`src/gateway_regs_pkg.sv`:
```
// register map, field positions, keys and timing constants of the gateway status and connection block
`default_nettype none
package gateway_regs_pkg;
    // register addresses
    localparam logic [15:0] ADDR_STATUS         = 16'h100c;
    localparam logic [15:0] ADDR_POLICY         = 16'h1130;
    localparam logic [15:0] ADDR_TIMEOUT        = 16'h1131;
    localparam logic [15:0] ADDR_RESTORE_FIRST  = 16'h113c;
    localparam logic [15:0] ADDR_RESTORE_SECOND = 16'h113d;
    localparam logic [15:0] ADDR_SAVE_FIRST     = 16'h113e;
    localparam logic [15:0] ADDR_SAVE_SECOND    = 16'h113f;
    // sequence keys
    localparam logic [15:0] KEY_RESTORE_FIRST   = 16'h6c6f;
    localparam logic [15:0] KEY_RESTORE_SECOND  = 16'h6164;
    localparam logic [15:0] KEY_SAVE_FIRST      = 16'h7361;
    localparam logic [15:0] KEY_SAVE_SECOND     = 16'h7665;
    // status word bit positions
    localparam int ST_FORCE        = 14;
    localparam int ST_WDOG         = 12;
    localparam int ST_CFG_ERR      = 11;
    localparam int ST_BUS_LOST     = 10;
    localparam int ST_SYS_LOW      = 9;
    localparam int ST_SYS_HIGH     = 8;
    localparam int ST_LOAD_LOW     = 7;
    localparam int ST_CFG_WARN     = 3;
    localparam int ST_DIAG         = 0;
    localparam logic [15:0] ST_USED_MASK = 16'h5f89;
    // flag vector positions of the raw status inputs
    localparam int FL_FORCE        = 0;
    localparam int FL_WDOG         = 1;
    localparam int FL_CFG_ERR      = 2;
    localparam int FL_BUS_LOST     = 3;
    localparam int FL_SYS_LOW      = 4;
    localparam int FL_SYS_HIGH     = 5;
    localparam int FL_LOAD_LOW     = 6;
    localparam int FL_CFG_WARN     = 7;
    localparam int FL_DIAG         = 8;
    localparam int NUM_FLAGS       = 9;
    // connection policy fields and defaults
    localparam int POL_SINGLE      = 0;
    localparam int POL_GRANT       = 1;
    localparam logic [1:0]  POLICY_RESET  = 2'h0;
    localparam logic [15:0] TIMEOUT_RESET = 16'h0000;
    // exception codes
    localparam logic [7:0] EXC_NONE     = 8'h00;
    localparam logic [7:0] EXC_REFUSED  = 8'h01;
    localparam logic [7:0] EXC_BAD_ADDR = 8'h02;
    // timing
    localparam int CLK_PERIOD_NS   = 5;
    localparam int TICK_NS         = 1000000;
    localparam int TICK_CYCLES_DEF = TICK_NS / CLK_PERIOD_NS;
    localparam int WINDOW_S        = 30;
    localparam int WINDOW_TICKS_DEF = WINDOW_S * (1000000000 / TICK_NS);
    // key sequence state
    typedef enum logic {SEQ_IDLE, SEQ_ARMED} seq_state_t;
endpackage : gateway_regs_pkg
`default_nettype wire

```
`src/flag_synchronizer.sv`:
```
// two-stage synchroniser for a vector of independent level flags
`default_nettype none
module flag_synchronizer #(
    parameter int WIDTH = 1
) (
    input  wire logic             clk_sys_in,
    input  wire logic             reset_n_in,
    input  wire logic [WIDTH-1:0] async_in,
    output logic      [WIDTH-1:0] sync_out
);
    logic [WIDTH-1:0] stage_one;

    // first stage feeds only the second stage
    always_ff @(posedge clk_sys_in or negedge reset_n_in)
    begin
        if (!reset_n_in)
        begin
            stage_one <= '0;
            sync_out  <= '0;
        end
        else
        begin
            stage_one <= async_in;
            sync_out  <= stage_one;
        end
    end
endmodule : flag_synchronizer
`default_nettype wire

```
`src/gateway_status_connection_control.sv`:
```
// status word, connection write policy, idle timeout and keyed restore/save sequences
`default_nettype none
module gateway_status_connection_control
    import gateway_regs_pkg::*;
#(
    parameter int NUM_CONN     = 8,
    parameter int CONN_ID_W    = 3,
    parameter int TICK_CYCLES  = TICK_CYCLES_DEF,
    parameter int WINDOW_TICKS = WINDOW_TICKS_DEF
) (
    input  wire logic                 clk_sys_in,
    input  wire logic                 reset_n_in,
    input  wire logic                 force_active_in,
    input  wire logic                 watchdog_expired_in,
    input  wire logic                 cfg_incompatible_in,
    input  wire logic                 module_bus_lost_in,
    input  wire logic                 system_supply_low_flag_in,
    input  wire logic                 system_supply_high_flag_in,
    input  wire logic                 load_supply_low_flag_in,
    input  wire logic                 cfg_changed_in,
    input  wire logic                 diag_active_in,
    input  wire logic                 req_valid_in,
    input  wire logic                 req_write_in,
    input  wire logic [CONN_ID_W-1:0] req_conn_in,
    input  wire logic [15:0]          req_addr_in,
    input  wire logic [15:0]          req_wdata_in,
    input  wire logic                 conn_open_in,
    input  wire logic                 conn_close_in,
    input  wire logic [CONN_ID_W-1:0] conn_event_id_in,
    output logic                      rsp_valid_out,
    output logic [15:0]               rsp_rdata_out,
    output logic [7:0]                rsp_exception_out,
    output logic                      conn_drop_out,
    output logic [CONN_ID_W-1:0]      conn_drop_id_out,
    output logic                      params_restored_out,
    output logic                      param_store_out,
    output logic [NUM_CONN-1:0]       write_auth_out
);
    localparam int TICK_W = $clog2(TICK_CYCLES + 1);
    localparam int WIN_W  = $clog2(WINDOW_TICKS + 1);

    logic [NUM_FLAGS-1:0] flags_raw;
    logic [NUM_FLAGS-1:0] flags_sync;
    logic [15:0]          status_word,    next_status_word;
    logic [1:0]           policy,         next_policy;
    logic [15:0]          timeout,        next_timeout;
    logic                 next_rsp_valid;
    logic [15:0]          next_rsp_rdata;
    logic [7:0]           next_rsp_exception;
    logic [TICK_W-1:0]    tick_count,     next_tick_count;
    logic                 tick;
    logic [NUM_CONN-1:0]  active,         next_active;
    logic [NUM_CONN-1:0]  next_auth;
    logic [15:0]          idle [NUM_CONN];
    logic [15:0]          next_idle [NUM_CONN];
    logic                 next_drop;
    logic [CONN_ID_W-1:0] next_drop_id;
    logic                 drop_found;
    seq_state_t           seq_state [2];
    seq_state_t           next_seq_state [2];
    logic [WIN_W-1:0]     seq_timer [2];
    logic [WIN_W-1:0]     next_seq_timer [2];
    logic [1:0]           seq_fire;
    logic                 req_wr;
    logic                 holder_any;
    logic                 wr_allowed;

    ////////////////////////////////////////////////////////////////////////////////
    // status inputs come from pins and are synchronised first
    assign flags_raw[FL_FORCE]    = force_active_in;
    assign flags_raw[FL_WDOG]     = watchdog_expired_in;
    assign flags_raw[FL_CFG_ERR]  = cfg_incompatible_in;
    assign flags_raw[FL_BUS_LOST] = module_bus_lost_in;
    assign flags_raw[FL_SYS_LOW]  = system_supply_low_flag_in;
    assign flags_raw[FL_SYS_HIGH] = system_supply_high_flag_in;
    assign flags_raw[FL_LOAD_LOW] = load_supply_low_flag_in;
    assign flags_raw[FL_CFG_WARN] = cfg_changed_in;
    assign flags_raw[FL_DIAG]     = diag_active_in;

    flag_synchronizer #(
        .WIDTH (NUM_FLAGS)
    ) u_flag_sync (
        .clk_sys_in (clk_sys_in),
        .reset_n_in (reset_n_in),
        .async_in   (flags_raw),
        .sync_out   (flags_sync)
    );

    // status word assembly, reserved bits left at zero
    always_comb
    begin
        next_status_word              = 16'h0000;
        next_status_word[ST_FORCE]    = flags_sync[FL_FORCE];
        next_status_word[ST_WDOG]     = flags_sync[FL_WDOG];
        next_status_word[ST_CFG_ERR]  = flags_sync[FL_CFG_ERR];
        next_status_word[ST_BUS_LOST] = flags_sync[FL_BUS_LOST];
        next_status_word[ST_SYS_LOW]  = flags_sync[FL_SYS_LOW];
        next_status_word[ST_SYS_HIGH] = flags_sync[FL_SYS_HIGH];
        next_status_word[ST_LOAD_LOW] = flags_sync[FL_LOAD_LOW];
        next_status_word[ST_CFG_WARN] = flags_sync[FL_CFG_WARN];
        next_status_word[ST_DIAG]     = flags_sync[FL_DIAG];
    end

    always_ff @(posedge clk_sys_in or negedge reset_n_in)
    begin
        if (!reset_n_in)
            status_word <= 16'h0000;
        else
            status_word <= next_status_word;
    end

    ////////////////////////////////////////////////////////////////////////////////
    // millisecond tick shared by idle counters and key windows
    always_comb
    begin
        tick            = (tick_count == TICK_W'(TICK_CYCLES - 1));
        next_tick_count = tick ? '0 : tick_count + TICK_W'(1);
    end

    always_ff @(posedge clk_sys_in or negedge reset_n_in)
    begin
        if (!reset_n_in)
            tick_count <= '0;
        else
            tick_count <= next_tick_count;
    end

    ////////////////////////////////////////////////////////////////////////////////
    // write authorization decision for the current request
    assign req_wr     = req_valid_in && req_write_in;
    assign holder_any = |write_auth_out;
    // free writes without single-writer, else own grant or a free slot
    assign wr_allowed = !policy[POL_SINGLE] || write_auth_out[req_conn_in] || !holder_any;

    // connection table: open, close, idle drop, grant on write
    always_comb
    begin
        next_active  = active;
        next_auth    = write_auth_out;
        next_idle    = idle;
        next_drop    = 1'b0;
        next_drop_id = '0;
        drop_found   = 1'b0;
        if (conn_open_in)
        begin
            next_active[conn_event_id_in] = 1'b1;
            next_idle[conn_event_id_in]   = 16'h0000;
            // immediate grant, limited to the first one in single-writer mode
            next_auth[conn_event_id_in]   = policy[POL_GRANT] && (!policy[POL_SINGLE] || !holder_any);
        end
        if (conn_close_in)
        begin
            next_active[conn_event_id_in] = 1'b0;
            next_auth[conn_event_id_in]   = 1'b0;
        end
        for (int i = 0; i < NUM_CONN; i++)
        begin
            if (tick && active[i] && (idle[i] < timeout))
                next_idle[i] = idle[i] + 16'h0001;
            // a request arriving on the same connection keeps it alive
            if (!drop_found && active[i] && (timeout != 16'h0000) && (idle[i] >= timeout)
                && !(req_valid_in && (req_conn_in == CONN_ID_W'(i))))
            begin
                drop_found     = 1'b1;
                next_drop      = 1'b1;
                next_drop_id   = CONN_ID_W'(i);
                next_active[i] = 1'b0;
                next_auth[i]   = 1'b0;
                next_idle[i]   = 16'h0000;
            end
        end
        if (req_valid_in)
            next_idle[req_conn_in] = 16'h0000;
        if (req_wr && wr_allowed)
            next_auth[req_conn_in] = 1'b1;
    end

    always_ff @(posedge clk_sys_in or negedge reset_n_in)
    begin
        if (!reset_n_in)
        begin
            active           <= '0;
            write_auth_out   <= '0;
            conn_drop_out    <= 1'b0;
            conn_drop_id_out <= '0;
            for (int i = 0; i < NUM_CONN; i++)
                idle[i] <= 16'h0000;
        end
        else
        begin
            active           <= next_active;
            write_auth_out   <= next_auth;
            conn_drop_out    <= next_drop;
            conn_drop_id_out <= next_drop_id;
            idle             <= next_idle;
        end
    end

    ////////////////////////////////////////////////////////////////////////////////
    // keyed sequences: index 0 restores defaults, index 1 requests storage
    always_comb
    begin
        logic [15:0] addr_a;
        logic [15:0] addr_b;
        logic [15:0] key_a;
        logic [15:0] key_b;
        addr_a         = 16'h0000;
        addr_b         = 16'h0000;
        key_a          = 16'h0000;
        key_b          = 16'h0000;
        next_seq_state = seq_state;
        next_seq_timer = seq_timer;
        seq_fire       = 2'h0;
        for (int s = 0; s < 2; s++)
        begin
            addr_a = (s == 0) ? ADDR_RESTORE_FIRST  : ADDR_SAVE_FIRST;
            addr_b = (s == 0) ? ADDR_RESTORE_SECOND : ADDR_SAVE_SECOND;
            key_a  = (s == 0) ? KEY_RESTORE_FIRST   : KEY_SAVE_FIRST;
            key_b  = (s == 0) ? KEY_RESTORE_SECOND  : KEY_SAVE_SECOND;
            if (seq_state[s] == SEQ_ARMED && tick)
                next_seq_timer[s] = seq_timer[s] + WIN_W'(1);
            if (seq_state[s] == SEQ_ARMED && seq_timer[s] >= WIN_W'(WINDOW_TICKS))
                next_seq_state[s] = SEQ_IDLE;
            if (req_wr && wr_allowed && req_addr_in == addr_a)
            begin
                // a right first key arms afresh, a wrong one disarms
                next_seq_state[s] = (req_wdata_in == key_a) ? SEQ_ARMED : SEQ_IDLE;
                next_seq_timer[s] = '0;
            end
            if (req_wr && wr_allowed && req_addr_in == addr_b)
            begin
                case (seq_state[s])
                    SEQ_ARMED: seq_fire[s] = (req_wdata_in == key_b) && (seq_timer[s] < WIN_W'(WINDOW_TICKS));
                    default:   seq_fire[s] = 1'b0;
                endcase
                next_seq_state[s] = SEQ_IDLE;
            end
        end
    end

    always_ff @(posedge clk_sys_in or negedge reset_n_in)
    begin
        if (!reset_n_in)
        begin
            seq_state[0]        <= SEQ_IDLE;
            seq_state[1]        <= SEQ_IDLE;
            seq_timer[0]        <= '0;
            seq_timer[1]        <= '0;
            params_restored_out <= 1'b0;
            param_store_out     <= 1'b0;
        end
        else
        begin
            seq_state           <= next_seq_state;
            seq_timer           <= next_seq_timer;
            params_restored_out <= seq_fire[0];
            param_store_out     <= seq_fire[1];
        end
    end

    ////////////////////////////////////////////////////////////////////////////////
    // register access and answer, one cycle after the request
    always_comb
    begin
        next_policy        = policy;
        next_timeout       = timeout;
        next_rsp_valid     = req_valid_in;
        next_rsp_rdata     = 16'h0000;
        next_rsp_exception = EXC_NONE;
        if (req_wr && !wr_allowed)
            next_rsp_exception = EXC_REFUSED;
        else if (req_valid_in)
        begin
            case (req_addr_in)
                ADDR_STATUS:
                    if (req_write_in)
                        next_rsp_exception = EXC_BAD_ADDR;
                    else
                        next_rsp_rdata = status_word;
                ADDR_POLICY:
                    if (req_write_in)
                        next_policy = req_wdata_in[1:0];
                    else
                        next_rsp_rdata = {14'h0, policy};
                ADDR_TIMEOUT:
                    if (req_write_in)
                        next_timeout = req_wdata_in;
                    else
                        next_rsp_rdata = timeout;
                ADDR_RESTORE_FIRST, ADDR_RESTORE_SECOND, ADDR_SAVE_FIRST, ADDR_SAVE_SECOND:
                    next_rsp_rdata = 16'h0000;
                default:
                    next_rsp_exception = EXC_BAD_ADDR;
            endcase
        end
        // restore touches working values only; storage is never requested here
        if (seq_fire[0])
        begin
            next_policy  = POLICY_RESET;
            next_timeout = TIMEOUT_RESET;
        end
    end

    always_ff @(posedge clk_sys_in or negedge reset_n_in)
    begin
        if (!reset_n_in)
        begin
            policy            <= POLICY_RESET;
            timeout           <= TIMEOUT_RESET;
            rsp_valid_out     <= 1'b0;
            rsp_rdata_out     <= 16'h0000;
            rsp_exception_out <= EXC_NONE;
        end
        else
        begin
            policy            <= next_policy;
            timeout           <= next_timeout;
            rsp_valid_out     <= next_rsp_valid;
            rsp_rdata_out     <= next_rsp_rdata;
            rsp_exception_out <= next_rsp_exception;
        end
    end

    ////////////////////////////////////////////////////////////////////////////////
    // checks
    property p_force_bit;
        @(posedge clk_sys_in) disable iff (!reset_n_in)
        $rose(flags_sync[FL_FORCE]) |=> status_word[ST_FORCE];
    endproperty
    a_force_bit: assert property (p_force_bit) else $error("force bit not set");

    property p_wdog_bit;
        @(posedge clk_sys_in) disable iff (!reset_n_in)
        watchdog_expired_in [*3] |=> status_word[ST_WDOG];
    endproperty
    a_wdog_bit: assert property (p_wdog_bit) else $error("watchdog bit not set");

    property p_bus_lost_bit;
        @(posedge clk_sys_in) disable iff (!reset_n_in)
        $fell(flags_sync[FL_BUS_LOST]) |=> !status_word[ST_BUS_LOST];
    endproperty
    a_bus_lost_bit: assert property (p_bus_lost_bit) else $error("bus lost bit stuck");

    property p_reserved_zero;
        @(posedge clk_sys_in) disable iff (!reset_n_in)
        (status_word & ~ST_USED_MASK) == 16'h0000;
    endproperty
    a_reserved_zero: assert property (p_reserved_zero) else $error("reserved status bit set");

    property p_refuse_code;
        @(posedge clk_sys_in) disable iff (!reset_n_in)
        (req_wr && policy[POL_SINGLE] && holder_any && !write_auth_out[req_conn_in])
            |=> rsp_valid_out && rsp_exception_out == EXC_REFUSED;
    endproperty
    a_refuse_code: assert property (p_refuse_code) else $error("refused write not answered 01h");

    property p_free_write;
        @(posedge clk_sys_in) disable iff (!reset_n_in)
        (req_wr && !policy[POL_SINGLE]) |=> rsp_exception_out != EXC_REFUSED;
    endproperty
    a_free_write: assert property (p_free_write) else $error("write refused without single-writer");

    property p_grant_kept;
        @(posedge clk_sys_in) disable iff (!reset_n_in)
        (write_auth_out[0] && !conn_close_in && !conn_open_in && !next_drop) |=> write_auth_out[0];
    endproperty
    a_grant_kept: assert property (p_grant_kept) else $error("authorization lost while connected");

    property p_policy_reserved;
        @(posedge clk_sys_in) disable iff (!reset_n_in)
        (req_valid_in && !req_write_in && req_addr_in == ADDR_POLICY) |=> rsp_rdata_out[15:2] == 14'h0000;
    endproperty
    a_policy_reserved: assert property (p_policy_reserved) else $error("reserved policy bits read nonzero");

    property p_drop_clears;
        @(posedge clk_sys_in) disable iff (!reset_n_in)
        conn_drop_out |-> !active[conn_drop_id_out] && !write_auth_out[conn_drop_id_out];
    endproperty
    a_drop_clears: assert property (p_drop_clears) else $error("dropped connection still active");

    property p_restore_defaults;
        @(posedge clk_sys_in) disable iff (!reset_n_in)
        params_restored_out |-> policy == POLICY_RESET && timeout == TIMEOUT_RESET && !param_store_out;
    endproperty
    a_restore_defaults: assert property (p_restore_defaults) else $error("restore left values");

    property p_wrong_key;
        @(posedge clk_sys_in) disable iff (!reset_n_in)
        (req_wr && req_addr_in == ADDR_RESTORE_SECOND && req_wdata_in != KEY_RESTORE_SECOND)
            |=> !params_restored_out;
    endproperty
    a_wrong_key: assert property (p_wrong_key) else $error("restore fired on wrong key");
endmodule : gateway_status_connection_control
`default_nettype wire

```
`config.mk`:
```
export PLATFORM = sky130hd
export DESIGN_NAME = gateway_status_connection_control
export DESIGN_NICKNAME = d
export VERILOG_FILES = /design/src/gateway_regs_pkg.sv /design/src/flag_synchronizer.sv /design/src/gateway_status_connection_control.sv
export SDC_FILE = /design/constraint.sdc
export NUM_CORES = 1
export LEC_CHECK = 0
export ABC_AREA = 1
export BUFFER_PORTS_ARGS = -buffer_cell sky130_fd_sc_hd__buf_2
export CAP_MARGIN = 30
export CORE_UTILIZATION = 40
export DETAILED_ROUTE_END_ITERATION = 8
export SYNTH_ARGS = -nofsm -noshare
export SYNTH_HDL_FRONTEND = slang
export SYNTH_SLANG_ARGS = --single-unit
```
`constraint.sdc`:
```
create_clock -name clk_sys_in -period 3.3 [get_ports clk_sys_in]
set_input_delay 0.66 -clock clk_sys_in [delete_from_list [all_inputs] [get_ports clk_sys_in]]
set_output_delay 0.66 -clock clk_sys_in [all_outputs]
set_load 0.05 [all_outputs]
```
==> impl_metrics.yaml <==
finish:
  antennaDiodeCount: 0
  drive_above_1_share_pct: 11.62
  syn_to_final_growth_pct: 14.81
  post-route-cell-area_mm2: 0.02066
  final_util_pct: 46.63
  stdcell_count: 3131
  fin_nets: 2708
clocking:
  root_buffer: "clkbuf_16"
  cts_tree: "done"
  clock-sinks: 264
  cts.htree.levels: 2
  clk_pin_slew_ps: 60
  cts_hold_buf: 0
  worstSkewPairLatency_ps: 570
  cts_made_buffers: 34
  ctsLongestPathBuffers: 3
grt:
  overflow: 0
  grt_pass1_vias: 15790
  grt_usage_pct: 23.62
  antenna_found_initial: 1
  grt_first_pass_wirelength_mm: 86.39
  grt_start_max_net_pins: 73
die:
  rows: 77
  dieArea_mm2: 0.04585
  die_y_um: 214.1
  coreArea_mm2: 0.04432
  start_util_pct: 40.61
  pin_count: 92
  die_x_um: 214.1
min_path:
  hold_path_class: "input port to asynchronous set/reset pin"
detailed_routing:
  wire_per_inst_um: 17.20
  vias: 16770
  viasPerCell: 5.355
  routed_wl_mm: 53.85
  detail_route.iter0.violations: 1341
  firstDrtPassIters: 5
  ant_nets: 0
  drc: 0
synthesis:
  synth_edf_count: 0
  syn-cell-area_mm2: 0.01800
  async_flop_share_pct: 100.0
  synth.distinct_cells: 68
  avgSynthCellArea_um2: 7.607
  ys_seq_elements: 264
  ys_seq_area_share_pct: 36.70
  ys.warnings.count: 0
  synth_flop_cell: "dfrtp_1"
  syn_inst: 2366
critical_path:
  crit_slowest_cell: "dfrtp_1"
  worstSetupPathType: "flip-flop to flip-flop"
  crit_required_ps: 3710
  startpoint_type: "flip-flop"
  path_max_fanout: 15
  cp_slowest_stage_delay_ps: 400
  path_cells: "clkinvlp_4 > buf_4 > ha_1 > nand3_1 > nand2_1 > a21oi_1 > nand3_1 > nand2_1 > o21ai_1 > a21oi_2 > o221ai_2 > a21oi_2 > nand2_1 > nand2_1 > buf_4 > nor3_1"
  worst_ep_arrival_time_ps: 3540
  crit_family: "compound AO/OA/AOI/OAI gates"
  endpoint_kind: "flip-flop"
  cpMostUsedCell: "nand2_1"
  path_buf_inv: 3
placement:
  hpwl_mm: 40.75
  io_buffers: 85
  placed_cell_area_mm2: 0.01944
  dp.cells: 3068
  routabilityCongestion: 0.8857
timing:
  slew_headroom_pct: 55.37
  clock_skew_ps: 39.55
  fmax_ghz: 0.3203
  fin_crit_sh_pct: 94.62
  setup_viol: 0
  tightestPinTransition_ps: 665.3
  whs_ps: 56.24
  hold_viol_final: 0
  slew_viol_final: 0
  post-route-min-period_ps: 3123
run_status:
  outcome: "finished clean"
job:
  max_cap_violations: 0
power_and_ir_drop:
  power_density_mw_per_mm2: 377.6
  p_leak_uw: 0.01026
  vdd_ir_drop_max_v: 0.0004241
-- layout by cell type (no fill, tap or decap), drive strengths merged, types with 3 or more instances in the layout --
cell / instances
mux2i: 3
a221oi: 10
a211oi: 11
bufinv: 4
a2111oi: 3
nand4: 84
or2: 3
conb: 6
o21ai: 151
a21oi: 124
and3: 5
clkinvlp: 4
nor3b: 5
nand2: 438
nor2: 249
o211ai: 6
buf: 136
o2111ai: 14
nand3: 129
o22ai: 18
a31oi: 8
dfrtp: 264
nor3: 119
xor2: 59
o221ai: 4
inv: 387
o21a: 7
clkbuf: 45
xnor2: 3
nor4: 58
nand3b: 12
clkinv: 10
ha: 141
-- area by class of cell --
cell class / count / area, um2
Clock buffer: 45 / 952.2
Clock inverter: 16 / 236.5
Fill cell: 4442 / 23650
Inverter: 389 / 1478
Multi-Input combinational cell: 1689 / 9782
Sequential cell: 264 / 6606
Tap cell: 592 / 740.7
Timing Repair Buffer: 136 / 868.3
-- logic make-up after synthesis --
group	synth area share, %
multiplexers	0.2294
AND/OR/NAND/NOR	29.13
flip-flops	36.70
buffers and inverters	9.051
AO/OA/AOI/OAI	12.04
adder cells (fa/ha/maj)	9.802
other	0.02084
XOR/XNOR	3.017
-- final timing paths --
| kind | slack (ps) | endpoint | start | cells after the start |
|---|---|---|---|---|
| setup / recovery | 180 | idle[23] | timeout[10] | 16 |
| hold / removal | 60 | idle[73] | reset_n_in | 1 |
| setup reg to reg | 180 | idle[23] | timeout[10] | 16 |
| hold reg to reg | 340 | status_word[14] | u_flag_sync.sync_out[0] | 0 |
| max in group asynchronous | 2460 | idle[101] | reset_n_in | 2 |
| min in group clk_sys_in | 200 | u_flag_sync.stage_one[2] | cfg_incompatible_in | 1 |
-- worst register-to-register path: cells and delay by family, from the launching register on --
family	cells	cell delay, ps
buffers and inverters	3	670
AO/OA/AOI/OAI	5	890
flip-flops	1	400
adder cells (fa/ha/maj)	1	310
AND/OR/NAND/NOR	7	700
-- power breakdown --
part / total [uW] / internal, uW / switching (uW) / leakage [uW]
combinational: 482 / 119 / 364 / 0.00628
sequential: 3360 / 3300 / 65.7 / 0.00339
clock: 3960 / 2380 / 1580 / 0.000579
-- synth_stat cells, types with 6 or more instances --
library cell | count | area share [%]
buf_4 | 7 | 0.29
nor2_2 | 15 | 0.52
nor4_1 | 52 | 1.8
a211oi_1 | 10 | 0.42
o2111ai_1 | 14 | 0.68
o211ai_1 | 6 | 0.25
ha_1 | 141 | 9.8
a31oi_1 | 8 | 0.28
nor3_2 | 10 | 0.56
dfrtp_1 | 264 | 37
xor2_1 | 59 | 2.9
nand2_1 | 431 | 9.0
inv_2 | 27 | 0.56
inv_1 | 358 | 7.5
nor3_4 | 7 | 0.63
nand4_1 | 80 | 2.8
nand3_1 | 121 | 3.4
buf_2 | 9 | 0.25
nand3b_1 | 12 | 0.50
nor3_1 | 102 | 2.8
clkbuf_1 | 11 | 0.23
nand3_2 | 6 | 0.33
nor2_1 | 232 | 4.8
o21ai_0 | 128 | 3.6
o21ai_1 | 23 | 0.64
a221oi_1 | 10 | 0.49
a21oi_1 | 122 | 3.4
o21a_1 | 7 | 0.29
o22ai_1 | 18 | 0.63
-- metrics by stage --
stage | worst slack (ps) | TNS [ps] | total power (uW)
2_1_floorplan | 803.7 | 0 | 3658
6_report | 177.4 | 0 | 7803
3_5_place_dp | 76.23 | 0 | 3901
5_1_grt | -5.089 | -6.918 | 8080
3_3_place_gp | 143.3 | 0 | 3896
4_1_cts | 45.19 | 0 | 7898
-- sequential cells by signal, indices dropped and copies added (netlist names) --
signal,count
active,8
conn_drop_id_out,3
conn_drop_out,1
idle,128
param_store_out,1
params_restored_out,1
policy,2
rsp_exception_out,2
rsp_rdata_out,16
rsp_valid_out,1
seq_state,2
seq_timer,30
status_word,9
tick_count,18
timeout,16
u_flag_sync.stage_one,9
u_flag_sync.sync_out,9
write_auth_out,8
-- timing repair --
action,in CTS,in global routing
buffers inserted,0,2
gates resized for setup,0,8
setup endpoints to repair,0,65
-- metal layers --
metal | track usage, % | part of all wire [%]
met5 | 0 | 0.015
met4 | 8.048 | 2.7
met3 | 3.872 | 6.3
met2 | 35.37 | 43
met1 | 34.36 | 48
No activity file was read; power rests on OpenSTA's default activity.
